$ cat config.mk
export PLATFORM = sky130hd
export DESIGN_NAME = flash_protection_nvm_bits
export DESIGN_NICKNAME = d
export VERILOG_FILES = /design/src/rtl/flash_protection_nvm_bits.v
export VERILOG_INCLUDE_DIRS = /design/src /design/src/rtl
export SDC_FILE = /design/constraint.sdc
export NUM_CORES = 1
export LEC_CHECK = 0
export BUFFER_PORTS_ARGS = -buffer_cell sky130_fd_sc_hd__buf_4
export CORE_ASPECT_RATIO = 1.75
export CORE_MARGIN = 2
export CORE_UTILIZATION = 45
export CTS_CLUSTER_SIZE = 40
export DETAILED_ROUTE_END_ITERATION = 12
export HOLD_SLACK_MARGIN = 0.12
export PLACE_DENSITY = 0.75
export SLEW_MARGIN = 20
export SYNTH_ARGS = -nofsm -noshare
export SYNTH_HDL_FRONTEND = slang
export SYNTH_SLANG_ARGS = --single-unit
$ cat constraint.sdc
create_clock -name ref_clk_i -period 2.5 [get_ports ref_clk_i]
set_input_delay 0.25 -clock ref_clk_i [delete_from_list [all_inputs] [get_ports ref_clk_i]]
set_output_delay 0.25 -clock ref_clk_i [all_outputs]
set_load 0.02 [all_outputs]
$ cat src/rtl/flash_prot_regs.vh
// Register offsets, field positions, key and op codes, and timing counts of the flash protection block
`ifndef FLASH_PROT_REGS_VH
`define FLASH_PROT_REGS_VH
`define FP_CMD_OFS 8'h00
`define FP_LOCK_OFS 8'h04
`define FP_GPNVM_OFS 8'h08
`define FP_SEC_OFS 8'h0c
`define FP_STAT_OFS 8'h10
`define FP_MASK_OFS 8'h14
`define FP_CALIB_OFS 8'h18
`define FP_CMD_POS 8
`define FP_PAGE_POS 12
`define FP_KEY_POS 24
`define FP_KEY_VAL 8'h5a
`define FP_OP_PROG 4'h1
`define FP_OP_SLOCK 4'h2
`define FP_OP_CLOCK 4'h4
`define FP_OP_ERASE_PAGE 4'h6
`define FP_OP_ERASE_ALL 4'h8
`define FP_OP_SGPB 4'hb
`define FP_OP_CGPB 4'hd
`define FP_OP_SSEC 4'hf
`define FP_ST_DONE 0
`define FP_ST_LOCKE 1
`define FP_ST_CMDE 2
`define FP_ST_PORTE 3
`define FP_GP_BOD_EN 0
`define FP_GP_BOD_RST 1
`define FP_GP_BOOT 2
`define FP_PAGES_PER_REGION 64
`define FP_WIPE_MIN_MS 220
`define FP_CLK_MHZ 100
`endif

$ cat src/rtl/flash_protection_nvm_bits.v
// Flash lock, security and general-purpose NVM bit logic with an AXI4-Lite register slave
`timescale 1ns/1ps
`include "flash_prot_regs.vh"

module flash_protection_nvm_bits #(
  parameter NUM_REGIONS = 16,
  parameter PAGE_W = 10,
  parameter WIPE_CYCLES = `FP_WIPE_MIN_MS * 1000 * `FP_CLK_MHZ
) (
  input wire ref_clk_i,
  input wire srst_i,
  input wire [7:0] s_axi_awaddr,
  input wire s_axi_awvalid,
  output wire s_axi_awready,
  input wire [31:0] s_axi_wdata,
  input wire [3:0] s_axi_wstrb,
  input wire s_axi_wvalid,
  output wire s_axi_wready,
  output reg [1:0] s_axi_bresp,
  output reg s_axi_bvalid,
  input wire s_axi_bready,
  input wire [7:0] s_axi_araddr,
  input wire s_axi_arvalid,
  output wire s_axi_arready,
  output reg [31:0] s_axi_rdata,
  output reg [1:0] s_axi_rresp,
  output reg s_axi_rvalid,
  input wire s_axi_rready,
  input wire [NUM_REGIONS-1:0] nvm_lock_i,
  input wire nvm_sec_i,
  input wire [2:0] nvm_gpnvm_i,
  input wire [7:0] nvm_calib_i,
  input wire wipe_pin_i,
  input wire test_mode_pin_i,
  input wire port_a_line_zero_i,
  input wire port_a_line_one_i,
  input wire dbg_req_i,
  output wire dbg_grant_o,
  input wire fpp_req_i,
  input wire [3:0] fpp_op_i,
  input wire [PAGE_W-1:0] fpp_page_i,
  output reg fpp_done_o,
  output reg fpp_err_o,
  output wire fpp_enable_o,
  output reg flash_prog_o,
  output reg flash_erase_page_o,
  output reg flash_erase_all_o,
  output reg [PAGE_W-1:0] flash_page_o,
  output wire [NUM_REGIONS-1:0] lock_o,
  output wire sec_o,
  output wire bod_en_o,
  output wire bod_rst_en_o,
  output wire boot_from_flash_o,
  output wire rom_at_zero_o,
  output wire [7:0] calib_o,
  output wire irq_o
);

  localparam RW = (NUM_REGIONS > 1) ? $clog2(NUM_REGIONS) : 1;
  localparam CW = $clog2(WIPE_CYCLES + 1);

  // Region of a page: page number divided by the pages per region
  function [RW-1:0] region_of;
    input [PAGE_W-1:0] pg;
    begin
      region_of = pg[RW+5:6];
    end
  endfunction

  // Page-touching operation check, shared by the bus and fast port paths
  function touches_page;
    input [3:0] op;
    begin
      touches_page = (op == `FP_OP_PROG) || (op == `FP_OP_ERASE_PAGE);
    end
  endfunction

  reg [NUM_REGIONS-1:0] lock_q;
  reg sec_q;
  reg [2:0] gp_q;
  reg [7:0] calib_q;
  reg [3:0] stat_q;
  reg [3:0] mask_q;
  reg [CW-1:0] wipe_cnt_q;
  reg wiped_q;
  reg aw_q;
  reg w_q;
  reg [7:0] awaddr_q;
  reg [31:0] wdata_q;
  reg [3:0] wstrb_q;

  wire wipe_now = wipe_pin_i && (wipe_cnt_q == WIPE_CYCLES[CW-1:0]);
  wire fpp_mode = test_mode_pin_i && port_a_line_zero_i && port_a_line_one_i;
  assign fpp_enable_o = fpp_mode;
  assign dbg_grant_o = dbg_req_i && !sec_q;

  assign s_axi_awready = !aw_q && !s_axi_bvalid;
  assign s_axi_wready = !w_q && !s_axi_bvalid;
  assign s_axi_arready = !s_axi_rvalid;

  wire wr_go = aw_q && w_q && !s_axi_bvalid;
  wire [3:0] cmd_op = wdata_q[`FP_CMD_POS+3:`FP_CMD_POS];
  // Page field sits clear of the op field so every region can be addressed
  wire [PAGE_W-1:0] cmd_page = wdata_q[`FP_PAGE_POS+PAGE_W-1:`FP_PAGE_POS];
  wire cmd_ok = wr_go && (awaddr_q == `FP_CMD_OFS) && wstrb_q[3] && wstrb_q[1]
                && (wdata_q[31:`FP_KEY_POS] == `FP_KEY_VAL);
  wire fpp_go = fpp_req_i && fpp_mode;
  wire fpp_refused = fpp_go && sec_q;
  wire fpp_ok = fpp_go && !sec_q;

  // Bus command takes priority over the fast port in the same cycle
  wire act = cmd_ok || fpp_ok;
  wire [3:0] op = cmd_ok ? cmd_op : fpp_op_i;
  wire [PAGE_W-1:0] page = cmd_ok ? cmd_page : fpp_page_i;
  wire [RW-1:0] rgn = region_of(page);
  wire [1:0] gsel = page[1:0];
  wire op_locked = act && touches_page(op) && lock_q[rgn];
  wire op_valid = (op == `FP_OP_PROG) || (op == `FP_OP_SLOCK) || (op == `FP_OP_CLOCK) ||
                  (op == `FP_OP_ERASE_PAGE) || (op == `FP_OP_ERASE_ALL) ||
                  (op == `FP_OP_SSEC) || ((op == `FP_OP_SGPB || op == `FP_OP_CGPB) && gsel != 2'd3);
  wire op_bad = act && !op_valid;
  wire op_run = act && op_valid && !op_locked;

  always @(posedge ref_clk_i) begin
    if (srst_i) begin
      wipe_cnt_q <= {CW{1'b0}};
      wiped_q <= 1'b0;
    end else begin
      // Counting the hold filters glitches; a short pulse never wipes
      if (!wipe_pin_i)
        wipe_cnt_q <= {CW{1'b0}};
      else if (wipe_cnt_q != WIPE_CYCLES[CW-1:0])
        wipe_cnt_q <= wipe_cnt_q + 1'b1;
      if (wipe_now)
        wiped_q <= 1'b1;
      else if (op_run && op == `FP_OP_ERASE_ALL)
        wiped_q <= 1'b0;
    end
  end

  reg load_q;
  always @(posedge ref_clk_i) begin
    if (srst_i) begin
      load_q <= 1'b1;
      lock_q <= {NUM_REGIONS{1'b0}};
      sec_q <= 1'b1;
      gp_q <= 3'h0;
      calib_q <= 8'h00;
    end else if (load_q) begin
      // First cycle after reset copies the stored NVM image
      load_q <= 1'b0;
      lock_q <= nvm_lock_i;
      sec_q <= nvm_sec_i;
      gp_q <= nvm_gpnvm_i;
      calib_q <= nvm_calib_i;
    end else if (wipe_now) begin
      lock_q <= {NUM_REGIONS{1'b0}};
      gp_q <= 3'h0;
    end else if (op_run) begin
      case (op)
        `FP_OP_SLOCK: lock_q[rgn] <= 1'b1;
        `FP_OP_CLOCK: lock_q[rgn] <= 1'b0;
        `FP_OP_SGPB: gp_q[gsel] <= 1'b1;
        `FP_OP_CGPB: gp_q[gsel] <= 1'b0;
        `FP_OP_SSEC: sec_q <= 1'b1;
        `FP_OP_ERASE_ALL: if (wiped_q) sec_q <= 1'b0;
        default: ;
      endcase
    end
  end

  always @(posedge ref_clk_i) begin
    if (srst_i) begin
      flash_prog_o <= 1'b0;
      flash_erase_page_o <= 1'b0;
      flash_erase_all_o <= 1'b0;
      flash_page_o <= {PAGE_W{1'b0}};
      fpp_done_o <= 1'b0;
      fpp_err_o <= 1'b0;
    end else begin
      // A locked target never reaches the program or page-erase strobes; erase-all ignores the lock bits
      flash_prog_o <= op_run && op == `FP_OP_PROG;
      flash_erase_page_o <= op_run && op == `FP_OP_ERASE_PAGE;
      flash_erase_all_o <= op_run && op == `FP_OP_ERASE_ALL;
      flash_page_o <= act ? page : flash_page_o;
      fpp_done_o <= fpp_go && !cmd_ok;
      fpp_err_o <= fpp_refused || (fpp_ok && !cmd_ok && (op_locked || op_bad));
    end
  end

  // Sticky status: set wins over the write-one-to-clear
  wire [3:0] ev = {fpp_refused || (dbg_req_i && sec_q), op_bad, op_locked, op_run};
  wire [3:0] w1c = (wr_go && awaddr_q == `FP_STAT_OFS && wstrb_q[0]) ? wdata_q[3:0] : 4'h0;
  always @(posedge ref_clk_i) begin
    if (srst_i) begin
      stat_q <= 4'h0;
      mask_q <= 4'h0;
    end else begin
      stat_q <= (stat_q & ~w1c) | ev;
      if (wr_go && awaddr_q == `FP_MASK_OFS && wstrb_q[0])
        mask_q <= wdata_q[3:0];
    end
  end
  assign irq_o = |(stat_q & mask_q);

  always @(posedge ref_clk_i) begin
    if (srst_i) begin
      aw_q <= 1'b0;
      w_q <= 1'b0;
      awaddr_q <= 8'h00;
      wdata_q <= 32'h00000000;
      wstrb_q <= 4'h0;
      s_axi_bvalid <= 1'b0;
      s_axi_bresp <= 2'b00;
    end else begin
      if (s_axi_awvalid && s_axi_awready) begin
        aw_q <= 1'b1;
        awaddr_q <= {s_axi_awaddr[7:2], 2'b00};
      end
      if (s_axi_wvalid && s_axi_wready) begin
        w_q <= 1'b1;
        wdata_q <= s_axi_wdata;
        wstrb_q <= s_axi_wstrb;
      end
      if (wr_go) begin
        aw_q <= 1'b0;
        w_q <= 1'b0;
        s_axi_bvalid <= 1'b1;
        s_axi_bresp <= (awaddr_q == `FP_CMD_OFS || awaddr_q == `FP_STAT_OFS ||
                        awaddr_q == `FP_MASK_OFS) ? 2'b00 : 2'b10;
      end else if (s_axi_bvalid && s_axi_bready) begin
        s_axi_bvalid <= 1'b0;
      end
    end
  end

  reg [31:0] rd_d;
  reg rd_err;
  always @* begin
    rd_d = 32'h00000000;
    rd_err = 1'b0;
    case ({s_axi_araddr[7:2], 2'b00})
      `FP_LOCK_OFS: rd_d[NUM_REGIONS-1:0] = lock_q;
      `FP_GPNVM_OFS: rd_d[2:0] = gp_q;
      `FP_SEC_OFS: rd_d[0] = sec_q;
      `FP_STAT_OFS: rd_d[3:0] = stat_q;
      `FP_MASK_OFS: rd_d[3:0] = mask_q;
      `FP_CALIB_OFS: rd_d[7:0] = calib_q;
      `FP_CMD_OFS: rd_d = 32'h00000000;
      default: rd_err = 1'b1;
    endcase
  end

  always @(posedge ref_clk_i) begin
    if (srst_i) begin
      s_axi_rvalid <= 1'b0;
      s_axi_rdata <= 32'h00000000;
      s_axi_rresp <= 2'b00;
    end else if (s_axi_arvalid && s_axi_arready) begin
      s_axi_rvalid <= 1'b1;
      s_axi_rdata <= rd_d;
      s_axi_rresp <= rd_err ? 2'b10 : 2'b00;
    end else if (s_axi_rvalid && s_axi_rready) begin
      s_axi_rvalid <= 1'b0;
    end
  end

  assign lock_o = lock_q;
  assign sec_o = sec_q;
  assign bod_en_o = gp_q[`FP_GP_BOD_EN];
  assign bod_rst_en_o = gp_q[`FP_GP_BOD_RST];
  assign boot_from_flash_o = gp_q[`FP_GP_BOOT];
  assign rom_at_zero_o = !gp_q[`FP_GP_BOOT];
  assign calib_o = calib_q;

endmodule // flash_protection_nvm_bits

---- Yosys cells after proc, flatten, opt, wreduce, memory -nomap -nowiden ----
Cells that the tools add are included.
Widths: inputs -> output; s select.
storage, ports and cells
  memory bits (writable) .................. 0
  latch bits .............................. 0
  flip-flop bits (word level) ............. 144
  output and inout port bits .............. 88
  logic and storage cells ................. 178
  memories kept ........................... 0
  input bits .............................. 107
  bits in read-only memories .............. 0
cells by class
  bitwise gates (word level) .............. 11
  reduce and logical (&&, ||, !) cells .... 79
  equal/unequal tests ..................... 22
  mux-type cells .......................... 36
  $add $sub $neg .......................... 1
  shift-type cells ........................ 0
  magnitude comparators ................... 4
  divide/modulo/power cells ............... 0
  multipliers ............................. 0
operator list
  cell                   number
  $mux 16                3
  $logic_and 1x1->1      39
  $pmux 16 s2            1
  $eq 6x3->1 const B     5
  $add 25x1->25 const B  1
  $eq 25x25->1 const B   1
  $ne 25x25->1 const B   1
  $and 16x16->16         1
  $eq 4x4->1 const B     4
  $not 16->16            1
  $or 16x16->16          1
  $logic_or 1x1->1       14
  $mux 1                 14
  $eq 6x2->1 const B     2
  $mux 10                1
  $pmux 2 s5             1
  $logic_not 1->1        9
  $mux 3                 3
  $and 4x4->4            2
  $eq 4x3->1 const B     2
  $eq 8x7->1 const B     1
  $logic_not 8->1        1
  $mux 4                 2
  $mux 8                 1
  34 further kinds       42

---- Longest topological paths before layout ----
Gate-level depths: netlist (run 1).
  word-level depth ........................ 19
  mapped depth ............................ 11

---- Worst setup path before layout (run 1) ----
OpenSTA, ideal clock, no wires.
  kind .................................... reg2reg
  from .................................... register awaddr_q[2]
  to ...................................... register gp_q[0]
  slack ................................... -0.255 ns
  stages on the path, launching flop included .. 10
  data required time ...................... 2.372 ns
  arrival time ............................ 2.627 ns
  clock period less this slack ............ 2.755 ns
  library setup time ...................... 0.128 ns
  cells stage by stage .................... dfxtp_1 or4_4 or3_1 buf_6 nor2_8 mux2i_1 o21ai_2 o41ai_4 mux2i_1 nor2_1
between the ends
  cells in the longest elaborated chain, start to end .. 17
  elaborated cells between the ends (all ways) .. 48
  those cells by class .................... order compare (2); eq/ne (9); mux (10); bitwise (3); reduce/logical (24)
RTL lines
  element                                                              RTL line                         source
  start, declared                                                      flash_protection_nvm_bits.v:88   reg [7:0] awaddr_q;
  start signal, assigned                                               flash_protection_nvm_bits.v:218  awaddr_q <= {s_axi_awaddr[7:2], 2'b00};
  $logic_not 8->1 (no source line) *                                   --
  $logic_and 1x1->1 * (4 in a row)                                     flash_protection_nvm_bits.v:105  wire cmd_ok = wr_go && (awaddr_q == `FP_CMD_OFS) && wstrb_q[3] && wstrb_q[1]
  parallel branches: the longest is 12 deep, another holds $lt 2x3->1  --
  end signal, assigned                                                 flash_protection_nvm_bits.v:154  gp_q <= nvm_gpnvm_i;
  end, declared                                                        flash_protection_nvm_bits.v:80   reg [2:0] gp_q;
Every way passes the cells marked *. The select of a mux whose other input is x is not followed.
A chain may end at the register's enable or synchronous reset.

---- Final worst setup path (run 1) ----
  from .................................... register awaddr_q[2]
  to ...................................... register lock_q[10], in the netlist lock_o[10]
between the ends
  cells in the longest elaborated chain, start to end .. 17
  elaborated cells between the ends (all ways) .. 48
  those cells by class .................... order compare (2); eq/ne (9); mux (10); bitwise (3); reduce/logical (24)
RTL lines
  element                                                              RTL line                         source
  $logic_not 8->1 (no source line) *                                   --
  $logic_and 1x1->1 * (4 in a row)                                     flash_protection_nvm_bits.v:105
  parallel branches: the longest is 12 deep, another holds $lt 4x5->1  --
  end signal, assigned                                                 flash_protection_nvm_bits.v:145  lock_q <= {NUM_REGIONS{1'b0}};
  end signal, assigned                                                 flash_protection_nvm_bits.v:152  lock_q <= nvm_lock_i;
  end signal, assigned                                                 flash_protection_nvm_bits.v:157  lock_q <= {NUM_REGIONS{1'b0}};
  end, declared                                                        flash_protection_nvm_bits.v:78   reg [NUM_REGIONS-1:0] lock_q;
Marked as above.

==> metrics.json, run 1 <==
{
  "grt_max_degree": {"value": 112},
  "timing.critical_path.to_type": {"value": "flip-flop"},
  "yosysUniqueCellTypes": {"value": 75},
  "wire_per_inst": {"value": 18.8, "unit": "um"},
  "number_of_nets_in_the_layout": {"value": 1200},
  "dp_hpwl": {"value": 15800, "unit": "um"},
  "top_level_ports": {"value": 195},
  "cp_max_fo": {"value": 8},
  "netlist.area_leader.share": {"value": 39.8, "unit": "%"},
  "clkLatencyLatePin": {"value": 0.43, "unit": "ns"},
  "row_count": {"value": 59},
  "drt_iter0_markers": {"value": 338},
  "cts_tree": {"value": "done"},
  "maxClockFrequency": {"value": 0.356, "unit": "GHz"},
  "synth_common_cells": {"value": "135 x sky130_fd_sc_hd__dfxtp_1, 116 x sky130_fd_sc_hd__nand2_1, 108 x sky130_fd_sc_hd__nor2_1"},
  "cp_data_arrival_time": {"value": 3.13, "unit": "ns"},
  "hold_violations": {"value": 0},
  "cp-start-kind": {"value": "flip-flop"},
  "hold_path.class": {"value": "input port to flip-flop"},
  "design.core.area": {"value": 0.0148, "unit": "sq mm"},
  "share_of_synthesized_area_occupied_by_flip_flops_and_latches": {"value": 39.8, "unit": "%"},
  "synth_area_leader_cell": {"value": "sky130_fd_sc_hd__dfxtp_1"},
  "mappedNetlistArea": {"value": 0.00679, "unit": "sq mm"},
  "nFillCells": {"value": 1144},
  "critical_path.n_buffers_inverters": {"value": 3},
  "power_frac_seq": {"value": 39.6, "unit": "%"},
  "first_global_vias": {"value": 7284},
  "route.detailed.drc": {"value": 0},
  "power_density": {"value": 580, "unit": "mW/mm^2"},
  "post_detailed_routing_wire_length": {"value": 24100, "unit": "um"},
  "total_switching_power": {"value": 1.65, "unit": "mW"},
  "cts.path.max_buffers": {"value": 2},
  "crit_path_top_delay_cell": {"value": "sky130_fd_sc_hd__or4_4"},
  "grt-ovfl-total": {"value": 0},
  "die-height": {"value": 166, "unit": "um"},
  "drtPass1Iterations": {"value": 6},
  "final_critical_path_setup_slack": {"value": -0.306, "unit": "ns"},
  "tritoncts.num_buffers": {"value": 17},
  "place_congestion": {"value": 0.927},
  "layout-drive-gt1-share": {"value": 33.7, "unit": "%"},
  "path_common_cell": {"value": "sky130_fd_sc_hd__buf_6"},
  "sw_frac_of_total": {"value": 27.6, "unit": "%"},
  "run_status": {"value": "complete, but fails checks"},
  "grt_first_pass_wirelength": {"value": 36600, "unit": "um"},
  "internal_power": {"value": 4.33, "unit": "mW"},
  "cp_top_family": {"value": "simple AND/OR/NAND/NOR gates"},
  "failing_checks": {"value": "setup timing"},
  "timing.setup.critical_path_class": {"value": "flip-flop to flip-flop"},
  "dr_vias": {"value": 7330},
  "final-setup-viol-count": {"value": 27},
  "yosys_warnings": {"value": 0},
  "syn_to_final_growth": {"value": 51.9, "unit": "%"},
  "buffer_ports.inserted": {"value": 165},
  "detail-route-antenna-nets": {"value": 0},
  "crit_chain": {"value": "or4_4, buf_6, nor3_4, nand2_2, or3_4, and2_4, o21ai_4, buf_6, buf_12, nor2_2, a311oi_2"},
  "die_x": {"value": 96.8, "unit": "um"},
  "dpl_cell_area": {"value": 0.00851, "unit": "sq mm"},
  "peakVddDrop": {"value": 0.000390, "unit": "V"},
  "most_repeated_cell_in_the_gate_level_netlist_after_synthesis": {"value": "sky130_fd_sc_hd__dfxtp_1"},
  "syn-mean-instance-area": {"value": 8.31, "unit": "sq um"},
  "footprint_of_the_multi_input_gates": {"value": 0.00410, "unit": "sq mm"},
  "ys_top_cells_by_area": {"value": "sky130_fd_sc_hd__dfxtp_1 40%, sky130_fd_sc_hd__nand2_1 6.4%, sky130_fd_sc_hd__nor2_1 6.0%"},
  "cts_num_sinks": {"value": 135},
  "clk_pin_slew_worst_paths": {"value": 0.06, "unit": "ns"},
  "power_frac_clock": {"value": 43.2, "unit": "%"},
  "insertedDiodeCount": {"value": 0},
  "rsz0062_at_grt": {"value": "true"},
  "cts_root_buffer": {"value": "sky130_fd_sc_hd__clkbuf_16"},
  "post_synth_inst_count": {"value": 817},
  "initial_antenna_violation_count": {"value": 0},
  "max-slew-margin-rel": {"value": 36.5, "unit": "%"},
  "groute.usage.overall": {"value": 28.3, "unit": "%"},
  "floorplan.initialDensity": {"value": 45.7, "unit": "%"},
  "maxSlewViolCount": {"value": 0},
  "async_flop_share": {"value": 0, "unit": "%"},
  "layout_worst_path_cycle_share": {"value": 112, "unit": "%"},
  "cap_violations": {"value": 0},
  "cp_data_required_time": {"value": 2.82, "unit": "ns"},
  "layout.area.seq": {"value": 0.00270, "unit": "sq mm"},
  "layout_min_cycle_time": {"value": 2.81, "unit": "ns"},
  "dominantRegCellSynth": {"value": "sky130_fd_sc_hd__dfxtp_1"},
  "hold-worst-slack": {"value": 0.119, "unit": "ns"},
  "delay_of_the_slowest_cell_on_the_worst_path": {"value": 0.53, "unit": "ns"},
  "number_of_enable_type_register_cells_in_the_synthesized_netlist": {"value": 0},
  "power.static_leakage": {"value": 4.20, "unit": "nW"},
  "final.setup_skew": {"value": 0.0113, "unit": "ns"},
  "design.die.area": {"value": 0.0161, "unit": "sq mm"},
  "worstMarginPinSlew": {"value": 0.953, "unit": "ns"},
  "route.detailed.vias_per_inst": {"value": 5.70},
  "finalInstanceArea": {"value": 0.0103, "unit": "sq mm"},
  "comb_power_share": {"value": 17.2, "unit": "%"},
  "synth_register_bits": {"value": 135},
  "ctsHtreeMaxLevel": {"value": 4}
}
## kinds of logic after synthesis
group / after synthesis / synth area share (%)
buffers and inverters: 86 / 6.01
muxes: 43 / 7.01
and+or+nand+nor: 325 / 22.7
other: 1 / 0.0553
xor gates and xnor gates: 23 / 2.97
AOI/OAI and AO/OA: 200 / 20.7
DFF: 135 / 39.8
adders and majority gates: 4 / 0.664
## power by group through the flow
stage,Sequential (mW),Clock (mW),Combinational [mW]
finish,2.37,2.58,1.03
CTS,2.36,2.59,0.948
floorplan,2.41,0,0.450
global route,2.37,2.68,1.10
global placement,2.40,0,0.826
detailed placement,2.40,0,0.837
## worst paths after layout
path                            startpoint                        to  slack [ns]  cells past startpoint
setup / recovery  awaddr_q[2]$_SDFFE_PP0P_   lock_o[10]$_SDFFE_PP0P_       -0.31                     11
hold / removal             s_axi_awaddr[2]  awaddr_q[2]$_SDFFE_PP0P_        0.12                      3
setup reg to reg  awaddr_q[2]$_SDFFE_PP0P_   lock_o[10]$_SDFFE_PP0P_       -0.31                     11
hold reg to reg   wdata_q[29]$_SDFFE_PP0P_  wdata_q[29]$_SDFFE_PP0P_        0.45                      2
## registers in the layout (all words and copies together), names as in the netlist, 3 cells and up
name          flops
flash_page_o     10
lock_o           16
awaddr_q          6
wstrb_q           3
wdata_q          26
gp_q              3
wipe_cnt_q       25
calib_o           8
stat_q            4
mask_q            4
s_axi_rdata      16
## layout make-up
type,instances,share of cell area [%]
clock buffer,19,4.30
tap,183,2.22
multi-input combinational,614,39.8
sequential,135,26.2
clock inverter,12,1.48
inverter,15,0.546
timing repair buffer,308,25.4
## cell usage in the layout (no fill, tap or decap), types with 9 or more instances in the layout
| cell type | Yosys | layout |
|---|---|---|
| sky130_fd_sc_hd__dfxtp_1 | 135 | 134 |
| sky130_fd_sc_hd__a22oi_1 | 13 | 10 |
| sky130_fd_sc_hd__buf_6 | 1 | 17 |
| sky130_fd_sc_hd__nand2_1 | 116 | 116 |
| sky130_fd_sc_hd__a211oi_1 | 15 | 13 |
| sky130_fd_sc_hd__mux2_2 | 13 | 10 |
| sky130_fd_sc_hd__a311oi_1 | 20 | 14 |
| sky130_fd_sc_hd__inv_1 | 15 | 15 |
| sky130_fd_sc_hd__o21ai_0 | 23 | 19 |
| sky130_fd_sc_hd__clkbuf_16 | 0 | 17 |
| sky130_fd_sc_hd__dlygate4sd3_1 | 0 | 51 |
| sky130_fd_sc_hd__buf_4 | 19 | 232 |
| sky130_fd_sc_hd__a21oi_1 | 61 | 59 |
| sky130_fd_sc_hd__nor2_1 | 108 | 101 |
| sky130_fd_sc_hd__o21bai_1 | 12 | 9 |
| sky130_fd_sc_hd__and3_1 | 9 | 9 |
| sky130_fd_sc_hd__xor2_1 | 15 | 15 |
| sky130_fd_sc_hd__mux2i_1 | 27 | 25 |
| sky130_fd_sc_hd__nor3_1 | 10 | 9 |
| sky130_fd_sc_hd__conb_1 | 1 | 18 |
| sky130_fd_sc_hd__nand3_1 | 22 | 22 |
## worst reg2reg max path: cells and delay by family, from the launching register on
kind,cells,cell delay [ns]
AO/OA/AOI/OAI,2,0.49
buffers and inverters,3,0.40
flip-flops,1,0.32
AND/OR/NAND/NOR,6,1.50
## stage by stage
| stage | std cells | power, mW | utilization (%) | setup WS, ns | setup TNS [ns] |
|---|---|---|---|---|---|
| after floorplan | 834 | 2.86 | - | -0.139 | -1.79 |
| after global placement | 1175 | 3.22 | 57.3 | -0.242 | -5.05 |
| after detailed placement | 1175 | 3.24 | 57.3 | -0.293 | -6.38 |
| after CTS | 1273 | 5.90 | 66.9 | -0.280 | -6.42 |
| after global routing | 1286 | 6.15 | 69.4 | -0.380 | -7.89 |
| final | 1286 | 5.98 | 69.4 | -0.306 | -5.54 |
## timing repair
item                       in CTS  in global routing
hold endpoints to repair       50                  0
setup endpoints to repair      28                 28
hold buffers                   51                  0
resized for setup              33                 57
gates cloned                    2                  1
pin swaps                      16                 21
setup buffers                  15                 14
## metal layers
| metal | track usage (%) | up-vias | routed length (um) |
|---|---|---|---|
| met5 | 0 | - | 0 |
| met4 | 20.6 | 0 | 1700 |
| met3 | 4.91 | 121 | 1160 |
| met2 | 50.8 | 330 | 12600 |
| met1 | 29.0 | 3431 | 8660 |
| li1 | - | 3448 | - |
Note: power is estimated with default switching activity, not from simulation.
==> inputs of run 2 (changes only) <==
--- a/config.mk
+++ b/config.mk
@@ -7,13 +7,15 @@
 export NUM_CORES = 1
 export LEC_CHECK = 0
 export BUFFER_PORTS_ARGS = -buffer_cell sky130_fd_sc_hd__buf_4
+export CELL_PAD_IN_SITES_DETAIL_PLACEMENT = 1
+export CELL_PAD_IN_SITES_GLOBAL_PLACEMENT = 2
 export CORE_ASPECT_RATIO = 1.75
 export CORE_MARGIN = 2
-export CORE_UTILIZATION = 45
+export CORE_UTILIZATION = 27
 export CTS_CLUSTER_SIZE = 40
 export DETAILED_ROUTE_END_ITERATION = 12
 export HOLD_SLACK_MARGIN = 0.12
-export PLACE_DENSITY = 0.75
+export PLACE_DENSITY = 0.78
 export SLEW_MARGIN = 20
 export SYNTH_ARGS = -nofsm -noshare
 export SYNTH_HDL_FRONTEND = slang
==> run 2 against run 1 <==
Effect of this change:
- the run still ends with setup timing left
- clock power is 2% lower
- die area is 64% higher
- design area is 3.2% higher
- wire length is 14% higher
- global-route usage is 8.1 points lower
- critical path depth stayed put
- total power is 0.60% lower
- first-iteration DRC count is 8.9% lower
- cell count is 11% higher
==> metrics.json, run 2 (synthesis results as in run 1) <==
{
  "run_status": {"value": "complete, but fails checks"},
  "failing_checks": {"value": "setup timing"},
  "crit_chain": {"value": "or4_4, or3_4, buf_4, nor4_4, a21oi_2, buf_4, o22ai_1, nand2b_1, nor4bb_4, buf_6, o31a_1"},
  "layout.cells.most_common_list": {"value": "241 x sky130_fd_sc_hd__buf_4, 134 x sky130_fd_sc_hd__dfxtp_1, 116 x sky130_fd_sc_hd__nand2_1, 100 x sky130_fd_sc_hd__nor2_1, 59 x sky130_fd_sc_hd__dlygate4sd3_1"},
  "grt_first_pass_wirelength": {"value": 40700, "unit": "um"},
  "max-slew-margin-rel": {"value": 56.8, "unit": "%"},
  "number_of_nets_in_the_layout": {"value": 1215},
  "clkLatencyLatePin": {"value": 0.44, "unit": "ns"},
  "initial_antenna_violation_count": {"value": 0},
  "cp_max_fo": {"value": 6},
  "grt-ovfl-total": {"value": 0},
  "post_detailed_routing_wire_length": {"value": 27500, "unit": "um"},
  "cp_top_family": {"value": "simple AND/OR/NAND/NOR gates"},
  "route.detailed.vias_per_inst": {"value": 5.07},
  "route.detailed.drc": {"value": 0},
  "dpl_cell_area": {"value": 0.00879, "unit": "sq mm"},
  "power.static_leakage": {"value": 4.27, "unit": "nW"},
  "power_density": {"value": 559, "unit": "mW/mm^2"},
  "drtPass1Iterations": {"value": 5},
  "setup_slack_after_placement": {"value": -0.320, "unit": "ns"},
  "critical_path.n_buffers_inverters": {"value": 3},
  "delay_of_the_slowest_cell_on_the_worst_path": {"value": 0.54, "unit": "ns"},
  "timing.critical_path.to_type": {"value": "flip-flop"},
  "first_global_vias": {"value": 7648},
  "final-setup-viol-count": {"value": 27},
  "largest_register_ff_count": {"value": 26},
  "path_common_cell": {"value": "sky130_fd_sc_hd__buf_4"},
  "cp_data_required_time": {"value": 2.82, "unit": "ns"},
  "cts_num_sinks": {"value": 135},
  "final.setup_skew": {"value": 0.00881, "unit": "ns"},
  "rsz0062_at_grt": {"value": "true"},
  "die-height": {"value": 214, "unit": "um"},
  "layout_worst_path_cycle_share": {"value": 110, "unit": "%"},
  "layout.cells.most_common": {"value": "sky130_fd_sc_hd__buf_4"},
  "floorplan.initialDensity": {"value": 27.6, "unit": "%"},
  "cts_tree": {"value": "done"},
  "timing.setup.critical_path_class": {"value": "flip-flop to flip-flop"},
  "wire_per_inst": {"value": 19.2, "unit": "um"},
  "crit_path_top_delay_cell": {"value": "sky130_fd_sc_hd__or4_4"},
  "hold_violations": {"value": 0},
  "design.die.area": {"value": 0.0265, "unit": "sq mm"},
  "final_critical_path_setup_slack": {"value": -0.256, "unit": "ns"},
  "cp_data_arrival_time": {"value": 3.08, "unit": "ns"},
  "groute.usage.overall": {"value": 20.2, "unit": "%"},
  "die_x": {"value": 124, "unit": "um"},
  "dr_vias": {"value": 7259},
  "crit_start": {"value": "awaddr_q[2]$_SDFFE_PP0P_"},
  "maxSlewViolCount": {"value": 0},
  "tritoncts.num_buffers": {"value": 17},
  "register_bank_with_the_most_flops": {"value": "wdata_q"},
  "timing.hold.worst.start": {"value": "wipe_pin_i"},
  "design.core.area": {"value": 0.0246, "unit": "sq mm"},
  "cap_violations": {"value": 0},
  "layout_min_cycle_time": {"value": 2.76, "unit": "ns"},
  "biggestRegsByFlops": {"value": "wdata_q: 26 flops, wipe_cnt_q: 25 flops"},
  "buffer_ports.inserted": {"value": 165},
  "grt_max_degree": {"value": 72},
  "peakVddDrop": {"value": 0.000419, "unit": "V"},
  "clk_pin_slew_worst_paths": {"value": 0.06, "unit": "ns"},
  "dp_hpwl": {"value": 19200, "unit": "um"},
  "cts_root_buffer": {"value": "sky130_fd_sc_hd__clkbuf_16"},
  "place_congestion": {"value": 0.869},
  "syn_to_final_growth": {"value": 56.7, "unit": "%"},
  "detail-route-antenna-nets": {"value": 0},
  "cp-start-kind": {"value": "flip-flop"},
  "drt_iter0_markers": {"value": 308},
  "cts.path.max_buffers": {"value": 2},
  "hold_path.class": {"value": "input port to flip-flop"},
  "row_count": {"value": 76},
  "worstMarginPinSlew": {"value": 0.646, "unit": "ns"},
  "rr_startpoint": {"value": "awaddr_q[2]$_SDFFE_PP0P_"},
  "finalInstanceArea": {"value": 0.0106, "unit": "sq mm"},
  "maxClockFrequency": {"value": 0.363, "unit": "GHz"},
  "top_level_ports": {"value": 195},
  "layout-drive-gt1-share": {"value": 34.9, "unit": "%"},
  "ctsHtreeMaxLevel": {"value": 4}
}
==> run 2: cell types whose count changed in the layout (fill, tap and decap cells not counted), sizes merged <==
cell,before,now
buf,257,263
inv,16,17
clkinv,4,5
diode,0,1
dlygate4sd3,51,59
bufinv,3,2
clkinvlp,4,5
==> run 2: per-stage QoR <==
stage	std cells	hold WS, ns	TNS (ns)	power (mW)	util, %
finish	1432	0.129	-4.94	5.94	43.2
global route	1431	0.147	-7.42	6.19	43.2
CTS	1415	0.126	-5.65	5.93	41.4
detailed placement	1317	0.441	-7.21	3.29	35.7
global placement	1317	0.435	-5.72	3.27	35.7
floorplan	834	0.278	-1.79	2.86	-
==> run 2: path summary, 6_finish.rpt <==
kind	to	slack, ns	cells after the start
worst max-delay path	fpp_err_o$_SDFF_PP0_	-0.26	11
worst min-delay path	wiped_q$_SDFFE_PP0P_	0.13	3
worst max register to register	fpp_err_o$_SDFF_PP0_	-0.26	11
worst min register to register	s_axi_rdata[10]$_SDFFE_PP0P_	0.45	2
==> run 2: power by group <==
group / total [mW] / internal, mW / leakage (nW) / switching [mW]
clock: 2.52 / 1.47 / 0.269 / 1.05
combinational: 1.07 / 0.513 / 2.90 / 0.560
sequential: 2.35 / 2.25 / 1.10 / 0.108
total: 5.94 / 4.23 / 4.27 / 1.71
==> run 2: final cells by class <==
class	instances	area (sq um)
fill	2867	14000
multi-input combinational	614	4160
timing repair buffer	323	2740
sequential	135	2700
clock buffer	18	429
tap	312	390
clock inverter	14	151
inverter	15	56.3
antenna	1	2.50
==> run 2: what timing repair did <==
action                     4_1_cts  5_1_grt
cloned                           2        2
resized for setup               36       60
setup endpoints to repair       28       28
pin swaps                       11       24
hold endpoints to repair        58        0
hold buffers                    59        0
buffers inserted                 6       16
==> run 2: tightest hold or removal path: cells and delay by family <==
kind                   cells  cell delay (ns)
buffers and inverters      1             0.13
AO/OA/AOI/OAI              1             0.05
AND/OR/NAND/NOR            1             0.09
==> run 2: routing by layer <==
metal  share of wire [%]  routed length (um)  vias to the layer above  track usage [%]
met5                   0                   0                        -                0
met4                 3.7                1020                        0             9.84
met3                 3.4                 932                       56             3.54
met2                  57               15600                      176             38.9
met1                  36                9890                     3545             20.4
li1                    -                   -                     3482                -
